## src/logic/fsu_pkg.sv

```systemverilog
package fsu_pkg;

	// ----------------------------------------------------------------
	// Sizes
	// ----------------------------------------------------------------
	localparam int          FSU_DW    = 32;
	localparam int          FSU_NREG  = 16;
	localparam int          FSU_NFILE = 2;
	localparam logic [31:0] FSU_ALL1  = 32'hFFFF_FFFF;

	// ----------------------------------------------------------------
	// Status word layout and reset value
	// ----------------------------------------------------------------
	localparam int          FSU_ST_N       = 31;
	localparam int          FSU_ST_C       = 30;
	localparam int          FSU_ST_Z       = 29;
	localparam int          FSU_ST_V       = 28;
	localparam int          FSU_ST_FS0_LSB = 0;
	localparam int          FSU_ST_FE0     = 5;
	localparam int          FSU_ST_FS1_LSB = 6;
	localparam int          FSU_ST_FE1     = 11;
	localparam int          FSU_FLD_W      = 6;
	localparam logic [31:0] FSU_ST_RST     = 32'h0000_0000;
	localparam logic [5:0]  FSU_FS_FULL    = 6'h20;
	localparam logic [31:0] FSU_REG_RST    = 32'h0000_0000;

	// ----------------------------------------------------------------
	// Opcode fields
	// ----------------------------------------------------------------
	localparam logic [5:0] FSU_OPC_FLD   = 6'h01;
	localparam logic [2:0] FSU_SET_FIELD_PARAMS_INSTR_MID  = 3'h5;
	localparam logic [3:0] FSU_SIGN_EXTEND_INSTR_MID  = 4'h8;
	localparam logic [5:0] FSU_OPC_ASL_I = 6'h08;
	localparam logic [5:0] FSU_OPC_LSL_I = 6'h09;
	localparam logic [6:0] FSU_OPC_ASL_R = 7'h30;
	localparam logic [6:0] FSU_OPC_LSL_R = 7'h31;

	// ----------------------------------------------------------------
	// Machine states per instruction
	// ----------------------------------------------------------------
	localparam logic [1:0] FSU_MS_SET_FIELD_PARAMS_INSTR = 2'h1;
	localparam logic [1:0] FSU_MS_SIGN_EXTEND_INSTR = 2'h2;
	localparam logic [1:0] FSU_MS_ASL  = 2'h3;
	localparam logic [1:0] FSU_MS_LSL  = 2'h1;

	// ----------------------------------------------------------------
	// Types
	// ----------------------------------------------------------------
	typedef enum logic [4:0] {
		FSU_OP_NONE = 5'b00001,
		FSU_OP_SET_FIELD_PARAMS_INSTR = 5'b00010,
		FSU_OP_SIGN_EXTEND_INSTR = 5'b00100,
		FSU_OP_ASL  = 5'b01000,
		FSU_OP_LSL  = 5'b10000
	} fsu_op_e;

	typedef enum logic [1:0] {
		FSU_ST_IDLE = 2'b01,
		FSU_ST_RUN  = 2'b10
	} fsu_state_e;

	typedef struct packed {
		fsu_op_e    op;
		logic       use_reg;
		logic       file;
		logic [3:0] rd;
		logic [3:0] rs;
		logic [4:0] cnt;
		logic       f;
		logic       fe;
		logic [4:0] fs;
	} fsu_dec_s;

	typedef struct packed {
		logic        vld;
		logic        wr;
		logic        file;
		logic [3:0]  idx;
		logic [31:0] data;
		logic [31:0] st;
	} fsu_wb_s;

	typedef struct packed {
		logic        wr;
		logic        file;
		logic [3:0]  idx;
		logic [31:0] data;
	} fsu_hreg_s;

endpackage : fsu_pkg

```

## src/logic/fsu_top.sv

```systemverilog
`timescale 1ns/1ps

// Summary of operation
// - Field setup writes size and extension into one field slot only.
// - Encoded field size zero means a 32-bit field.
// - Extension bit is stored in the slot but unused; sign extend always copies the field MSB.
// - Field select 0 updates field 0, 1 updates field 1.
// - Field setup takes one state and keeps N, C, Z, V.
// - Sign extend copies field MSB upward; width from selected field size.
// - Sign extend takes two states, sets N and Z, keeps C, V.
// - Immediate arithmetic left shift by 0..31, zeros enter at bottom.
// - Carry gets bit 32 minus count; cleared for count zero.
// - Overflow set when new sign or shifted-out bits differ from sign.
// - Arithmetic left shift takes three states, sets N and Z.
// - Register-count shifts use the low five source bits only.
// - Logical shift like arithmetic, keeps V and N, one state.
module fsu_top
	import fsu_pkg::*;
(
	input  wire logic        clk_sys,
	input  wire logic        nrst,
	input  wire logic        instr_valid,
	input  wire logic [15:0] instr_word,
	input  wire fsu_hreg_s   host_wr,
	input  wire logic        rd_file,
	input  wire logic [3:0]  rd_idx,
	output logic [31:0]      rd_data,
	output logic [31:0]      status_word,
	output logic             instr_busy,
	output logic             instr_done,
	output logic             instr_ignored
);

	// ----------------------------------------------------------------
	// State
	// ----------------------------------------------------------------
	logic [31:0] regs_ff     [FSU_NFILE][FSU_NREG];
	logic [31:0] nxt_regs    [FSU_NFILE][FSU_NREG];
	logic [31:0] status_ff;
	logic [31:0] nxt_status;
	logic [31:0] rd_data_ff;
	logic [31:0] nxt_rd_data;
	fsu_state_e  state_ff;
	fsu_state_e  nxt_state;
	logic [1:0]  cnt_ff;
	logic [1:0]  nxt_cnt;
	fsu_wb_s     pend_ff;
	fsu_wb_s     nxt_pend;
	logic        busy_ff;
	logic        nxt_busy;
	logic        done_ff;
	logic        nxt_done;
	logic        ign_ff;
	logic        nxt_ign;

	fsu_dec_s    dec;
	fsu_wb_s     wb_now;
	fsu_wb_s     commit;
	logic [1:0]  ms_now;
	logic [31:0] dst;
	logic [31:0] src;
	logic [4:0]  sh;
	logic [31:0] shl;
	logic [5:0]  cidx;
	logic        carry;
	logic [31:0] top;
	logic [31:0] tmask;
	logic        ovf;
	logic [4:0]  fsel;
	logic [5:0]  width;
	logic [5:0]  wm1;
	logic [31:0] lowm;
	logic [31:0] sx;
	logic [31:0] st;

	// ----------------------------------------------------------------
	// Decode
	// ----------------------------------------------------------------
	always_comb begin
		dec         = '0;
		dec.op      = FSU_OP_NONE;
		dec.file    = instr_word[4];
		dec.rd      = instr_word[3:0];
		dec.rs      = instr_word[8:5];
		dec.cnt     = instr_word[9:5];
		dec.f       = instr_word[9];
		dec.fe      = instr_word[5];
		dec.fs      = instr_word[4:0];
		if (instr_word[15:10] == FSU_OPC_FLD &&
		    instr_word[8:6] == FSU_SET_FIELD_PARAMS_INSTR_MID) begin
			dec.op = FSU_OP_SET_FIELD_PARAMS_INSTR;
		end else if (instr_word[15:10] == FSU_OPC_FLD &&
		             instr_word[8:5] == FSU_SIGN_EXTEND_INSTR_MID) begin
			dec.op = FSU_OP_SIGN_EXTEND_INSTR;
		end else if (instr_word[15:10] == FSU_OPC_ASL_I) begin
			dec.op = FSU_OP_ASL;
		end else if (instr_word[15:10] == FSU_OPC_LSL_I) begin
			dec.op = FSU_OP_LSL;
		end else if (instr_word[15:9] == FSU_OPC_ASL_R) begin
			dec.op      = FSU_OP_ASL;
			dec.use_reg = 1'b1;
		end else if (instr_word[15:9] == FSU_OPC_LSL_R) begin
			dec.op      = FSU_OP_LSL;
			dec.use_reg = 1'b1;
		end
	end

	// ----------------------------------------------------------------
	// Execute
	// ----------------------------------------------------------------
	always_comb begin
		// Source and destination share the single file bit
		dst   = regs_ff[dec.file][dec.rd];
		src   = regs_ff[dec.file][dec.rs];
		sh    = dec.use_reg ? src[4:0] : dec.cnt;
		shl   = dst << sh;
		cidx  = 6'h20 - {1'b0, sh};
		carry = (sh == 5'h00) ? 1'b0 : dst[cidx[4:0]];
		// Top sh+1 bits: shifted-out bits plus the new sign bit
		top   = dst >> (5'h1F - sh);
		tmask = FSU_ALL1 >> (5'h1F - sh);
		ovf   = (top != 32'h0000_0000) && (top != tmask);
		fsel  = dec.f ? status_ff[FSU_ST_FS1_LSB +: 5]
		              : status_ff[FSU_ST_FS0_LSB +: 5];
		width = (fsel == 5'h00) ? FSU_FS_FULL : {1'b0, fsel};
		wm1   = width - 6'h01;
		lowm  = FSU_ALL1 >> (6'h20 - width);
		sx    = dst[wm1[4:0]] ? (dst | ~lowm) : (dst & lowm);
		st          = status_ff;
		ms_now      = FSU_MS_SET_FIELD_PARAMS_INSTR;
		wb_now      = '0;
		wb_now.file = dec.file;
		wb_now.idx  = dec.rd;
		case (dec.op)
			FSU_OP_SET_FIELD_PARAMS_INSTR: begin
				// Only the chosen slot changes; flags kept
				if (dec.f) begin
					st[FSU_ST_FS1_LSB +: FSU_FLD_W] = {dec.fe, dec.fs};
				end else begin
					st[FSU_ST_FS0_LSB +: FSU_FLD_W] = {dec.fe, dec.fs};
				end
				ms_now = FSU_MS_SET_FIELD_PARAMS_INSTR;
			end
			FSU_OP_SIGN_EXTEND_INSTR: begin
				wb_now.wr   = 1'b1;
				wb_now.data = sx;
				st[FSU_ST_N] = sx[31];
				st[FSU_ST_Z] = (sx == 32'h0000_0000);
				ms_now = FSU_MS_SIGN_EXTEND_INSTR;
			end
			FSU_OP_ASL: begin
				wb_now.wr   = 1'b1;
				wb_now.data = shl;
				st[FSU_ST_N] = shl[31];
				st[FSU_ST_C] = carry;
				st[FSU_ST_Z] = (shl == 32'h0000_0000);
				st[FSU_ST_V] = ovf;
				ms_now = FSU_MS_ASL;
			end
			FSU_OP_LSL: begin
				wb_now.wr   = 1'b1;
				wb_now.data = shl;
				st[FSU_ST_C] = carry;
				st[FSU_ST_Z] = (shl == 32'h0000_0000);
				ms_now = FSU_MS_LSL;
			end
			default: begin
			end
		endcase
		wb_now.vld = (dec.op != FSU_OP_NONE);
		wb_now.st  = st;
	end

	// ----------------------------------------------------------------
	// Sequencing
	// ----------------------------------------------------------------
	always_comb begin
		nxt_state = state_ff;
		nxt_cnt   = cnt_ff;
		nxt_pend  = pend_ff;
		nxt_ign   = 1'b0;
		commit    = '0;
		case (state_ff)
			FSU_ST_IDLE: begin
				if (instr_valid && wb_now.vld) begin
					if (ms_now == 2'h1) begin
						commit = wb_now;
					end else begin
						nxt_pend  = wb_now;
						nxt_cnt   = ms_now - 2'h1;
						nxt_state = FSU_ST_RUN;
					end
				end else if (instr_valid) begin
					nxt_ign = 1'b1;
				end
			end
			FSU_ST_RUN: begin
				nxt_ign = instr_valid;
				if (cnt_ff == 2'h1) begin
					commit    = pend_ff;
					nxt_state = FSU_ST_IDLE;
				end else begin
					nxt_cnt = cnt_ff - 2'h1;
				end
			end
			default: begin
				nxt_state = FSU_ST_IDLE;
			end
		endcase
		nxt_busy = (nxt_state == FSU_ST_RUN);
		nxt_done = commit.vld;
	end

	always_ff @(posedge clk_sys or negedge nrst) begin
		if (!nrst) begin
			state_ff <= FSU_ST_IDLE;
			cnt_ff   <= 2'h0;
			pend_ff  <= '0;
			busy_ff  <= 1'b0;
			done_ff  <= 1'b0;
			ign_ff   <= 1'b0;
		end else begin
			state_ff <= nxt_state;
			cnt_ff   <= nxt_cnt;
			pend_ff  <= nxt_pend;
			busy_ff  <= nxt_busy;
			done_ff  <= nxt_done;
			ign_ff   <= nxt_ign;
		end
	end

	// ----------------------------------------------------------------
	// Register files and status word
	// ----------------------------------------------------------------
	always_comb begin
		nxt_regs   = regs_ff;
		nxt_status = status_ff;
		// Commit is written last so it wins over a host write
		if (host_wr.wr) begin
			nxt_regs[host_wr.file][host_wr.idx] = host_wr.data;
		end
		if (commit.vld && commit.wr) begin
			nxt_regs[commit.file][commit.idx] = commit.data;
		end
		if (commit.vld) begin
			nxt_status = commit.st;
		end
		nxt_rd_data = regs_ff[rd_file][rd_idx];
	end

	always_ff @(posedge clk_sys or negedge nrst) begin
		if (!nrst) begin
			for (int f = 0; f < FSU_NFILE; f++) begin
				for (int r = 0; r < FSU_NREG; r++) begin
					regs_ff[f][r] <= FSU_REG_RST;
				end
			end
			status_ff  <= FSU_ST_RST;
			rd_data_ff <= 32'h0000_0000;
		end else begin
			regs_ff    <= nxt_regs;
			status_ff  <= nxt_status;
			rd_data_ff <= nxt_rd_data;
		end
	end

	// ----------------------------------------------------------------
	// Outputs
	// ----------------------------------------------------------------
	assign rd_data       = rd_data_ff;
	assign status_word   = status_ff;
	assign instr_busy    = busy_ff;
	assign instr_done    = done_ff;
	assign instr_ignored = ign_ff;

endmodule : fsu_top
```

## config.mk

```make
export PLATFORM = sky130hd
export DESIGN_NAME = fsu_top
export DESIGN_NICKNAME = d
export VERILOG_FILES = /design/src/logic/fsu_pkg.sv /design/src/logic/fsu_top.sv
export SDC_FILE = /design/constraint.sdc
export NUM_CORES = 2
export LEC_CHECK = 0
export BUFFER_PORTS_ARGS = -buffer_cell sky130_fd_sc_hd__buf_2
export CORE_MARGIN = 2
export CORE_UTILIZATION = 35
export DETAILED_ROUTE_END_ITERATION = 12
export GPL_ROUTABILITY_DRIVEN = 0
export SLEW_MARGIN = 20
export SYNTH_ARGS = -nofsm -noshare
export SYNTH_HDL_FRONTEND = slang
export SYNTH_SLANG_ARGS = --single-unit
```

## constraint.sdc

```tcl
create_clock -name clk_sys -period 6.8 [get_ports clk_sys]
set_input_delay 0.34 -clock clk_sys [delete_from_list [all_inputs] [get_ports clk_sys]]
set_output_delay 0.34 -clock clk_sys [all_outputs]
set_load 0.005 [all_outputs]
```

==> flow_summary.toml <==
[outcome]
status = "finished with violations"
violations = "design-rule violations"

[power]
cellLeakagePower_nw = 38.4
pwr-share-clk_pct = 33.8
peakVddDrop_v = 0.000301
power_mw = 22.9
p_per_area_nw_per_um2 = 273
p_int_mw = 15.7
p_sw_mw = 7.22
p_comb_share_pct = 25.0
seq_power_share_pct = 41.2
swShare_pct = 31.6

[cts]
cts-root-buf = "clkbuf_16"
cts_max_level = 4
clkTransAtPathRegs_ps = 60
clkLatencyLatePin_ps = 830
cts-resized-gates = 0
cts_tree = "done"
cts.sinks = 1166
cts_inserted_buffers = 140
clockBufferDepth = 3

[final_layout]
nNetsFinal = 6939
drive_gt1_share_pct = 20.6
seqCellArea_um2 = 29200
area_growth_pct = 11.0
fillerInstances = 20500
fin_cells = 9823
multi_input_area_um2 = 43700
post-route-util_pct = 39.1

[global_route]
grt_max_degree = 178
grt_pass1_vias = 60300
grt_first_pass_wirelength_mm = 447
grtUsageTotal_pct = 27.9
antenna_found_initial = 26
grt-ovfl-total = 0

[yosys]
syn_area_per_cell_um2 = 10.6
yosysWarnings = 0
synth_top_family_by_area = "multiplexers"
synth_compound_area_share_pct = 11.4
syn-num-nets = 7234
synth.area.mux_share_pct = 35.9
synth_area_um2 = 75600
yosysSeqAreaShare_pct = 38.6
ys_ff_latch = 1166
yosysUniqueCellTypes = 87
netlist.area_leader.share_pct = 38.6
synth_simple_gate_area_share_pct = 9.40
yosysMostFrequentCell = "nor2_1"
synth_fa_ha_area_share_pct = 0.182
async_flop_share_pct = 100
synth_edf_count = 0
synth_xor_xnor_area_share_pct = 0.0579
synth_area_leaders = "dfrtp_1 39%, mux4_2 20%, mux2i_1 15%"
synth.largest_area_cell = "dfrtp_1"
synthFlopType = "dfrtp_1"
synthTopCellsByCount = "1,195 x nor2_1, 1,165 x dfrtp_1, 1,150 x a21oi_1, 1,117 x mux2i_1, 661 x mux4_2"
synthCells = 7161

[sta]
setup_viol = 0
rsz0062_at_grt = "false"
hold_violations = 0
slew_viol_final = 0
worst_slew_pin_slew_ps = 1250
setup_tns_ps = 0
slew_headroom_pct = 17.0
fmax_ghz = 0.172
hold_slack_ps = 59.0
fin_crit_ps = 5800
post-route-period-util_pct = 85.3
skew_ps = 33.0

[critical_path]
arrival_ps = 6470
worstPathRequired_ps = 7460
crit_chain = "dlygate4sd3_1 -> buf_8 -> buf_12 -> buf_4 -> mux4_2 -> mux4_2 -> mux2_2 -> a21oi_1 -> a21oi_1 -> buf_4 -> mux2i_1 -> mux2_2 -> mux2i_1 -> nor4_1 -> nand4b_1 -> a2111oi_2 -> o41ai_1"
cp-startpoint = "instr_word[4]"
ff2ff_setup_slack_ps = 1300
startpoint_type = "primary input"
cpPeakStageDelay_ps = 1040
r2r-end = "status_word[29]$_DFFE_PN0P_"
rr_startpoint = "regs_ff[259]$_DFF_PN0_"
path_max_fanout = 46
cpMaxStageDelayCell = "nor4_1"
r2r_cells = 13
crit_path_end_kind = "flop"
crit_type = "primary input to flop"

[floorplan]
die_w_um = 469
core_region_area_um2 = 215000
die_area_um2 = 220000
io_pins = 129
initial_core_util_pct = 35.2
rows = 170
die-height_um = 469

[detailed_routing]
vias = 63200
ant_nets = 0
routedWlPerCell_um = 31.9
vias_per_cell = 6.44
drc = 1
firstDrtPassIters = 13
drt-initial-drc-count = 9513
wl_mm = 313

[placed_design]
dp.cells = 9556
dp_hpwl_mm = 183
io_buffers = 128

[job]
cap_violations = 0

[min_path]
holdCritPathClass = "primary input to asynchronous set/reset pin"
[flip-flops by register name, summed over array words and instances, names as in the netlist]
| signal | flops |
|---|---|
| state_ff | 2 |
| pend_ff | 71 |
| instr_ignored | 1 |
| rd_data | 32 |
| regs_ff | 1024 |
| instr_busy | 1 |
| status_word | 32 |
| cnt_ff | 2 |
| instr_done | 1 |
[power by group through the flow]
stage / logic (mW) / clock network [mW] / registers, mW
2_1_floorplan: 4.08 / 0 / 9.07
6_report: 5.71 / 7.74 / 9.44
5_1_grt: 6.04 / 8.09 / 9.57
4_1_cts: 5.57 / 7.80 / 9.38
3_5_place_dp: 5.56 / 0 / 9.48
3_3_place_gp: 5.45 / 0 / 9.41
[cells by family (layout without fill, tap and decap cells)]
| family | after synthesis | count (layout) |
|---|---|---|
| buf+inv | 814 | 626 |
| fa+ha+maj | 11 | 11 |
| xor+xnor | 5 | 5 |
| mux | 1874 | 1874 |
| other cells | 0 | 12 |
| compound gates | 1544 | 1544 |
| simple gates | 1747 | 1747 |
| flops | 1166 | 1166 |
[per-layer routing]
metal / wire length [µm] / share of wire [%] / track usage [%] / vias up
met1: 115000 / 37 / 35.2 / 31500
met5: 175 / 0.056 / 0.0649 / -
li1: - / - / - / 25800
met4: 23400 / 7.5 / 17.2 / 22
met2: 137000 / 44 / 41.6 / 4600
met3: 37700 / 12 / 8.80 / 1291
[final cells by class]
class	count	share of cell area [%]
Sequential cell	1166	34.8
Tap cell	2838	4.23
Clock buffer	208	4.94
Antenna cell	12	0.0358
Multi-Input combinational cell	5181	52.1
Clock inverter	41	0.574
Inverter	28	0.125
Timing Repair Buffer	349	3.25
[worst max-delay path: cells and delay by family]
kind	cells	cell delay (ps)
and+or+nand+nor	2	1260
AOI/OAI and AO/OA	4	800
buffers and inverters	5	1750
muxes	6	2230
[metrics by stage]
stage                     setup WS [ps]  cell area (µm²)
final                               997            83900
after global routing               1030            83900
after CTS                          1420            83800
after detailed placement           1190            79100
after global placement             1120            79100
after floorplan                    2120            75600
[timing repair]
item | CTS | global route
hold buffers | 3 | 0
endpoints found under the hold margin | 145 | 0
setup buffers | 0 | 0
endpoints found under the setup margin | 0 | 0
[placed cells by master, fill, tap and decap left out, drive strengths merged, types with 18 or more instances in the layout]
master | Yosys | final
o22ai | 28 | 28
nand2 | 298 | 298
clkbuf | 627 | 208
mux4 | 661 | 661
inv | 27 | 34
o21ai | 110 | 110
nor2 | 1198 | 1198
buf | 159 | 346
and2 | 23 | 23
nand2b | 19 | 19
nand3 | 59 | 59
a21oi | 1150 | 1150
a22oi | 34 | 34
nor3 | 54 | 54
mux2 | 96 | 96
dfrtp | 1165 | 1165
mux2i | 1117 | 1117
o21a | 18 | 18
clkinv | 1 | 28
nor2b | 21 | 21
a221oi | 28 | 28
[worst max-delay path by stage]
stage                                  endpoint  slack, ps  cells past startpoint
finish                  pend_ff[28]$_DFFE_PN0P_       1000                     17
global route            pend_ff[28]$_DFFE_PN0P_       1030                     17
CTS                 status_word[29]$_DFFE_PN0P_       1420                     16
detailed placement  status_word[29]$_DFFE_PN0P_       1190                     15
global placement    status_word[29]$_DFFE_PN0P_       1120                     14
floorplan           status_word[30]$_DFFE_PN0P_       2120                     21
Power figures use the tool's default switching activity.
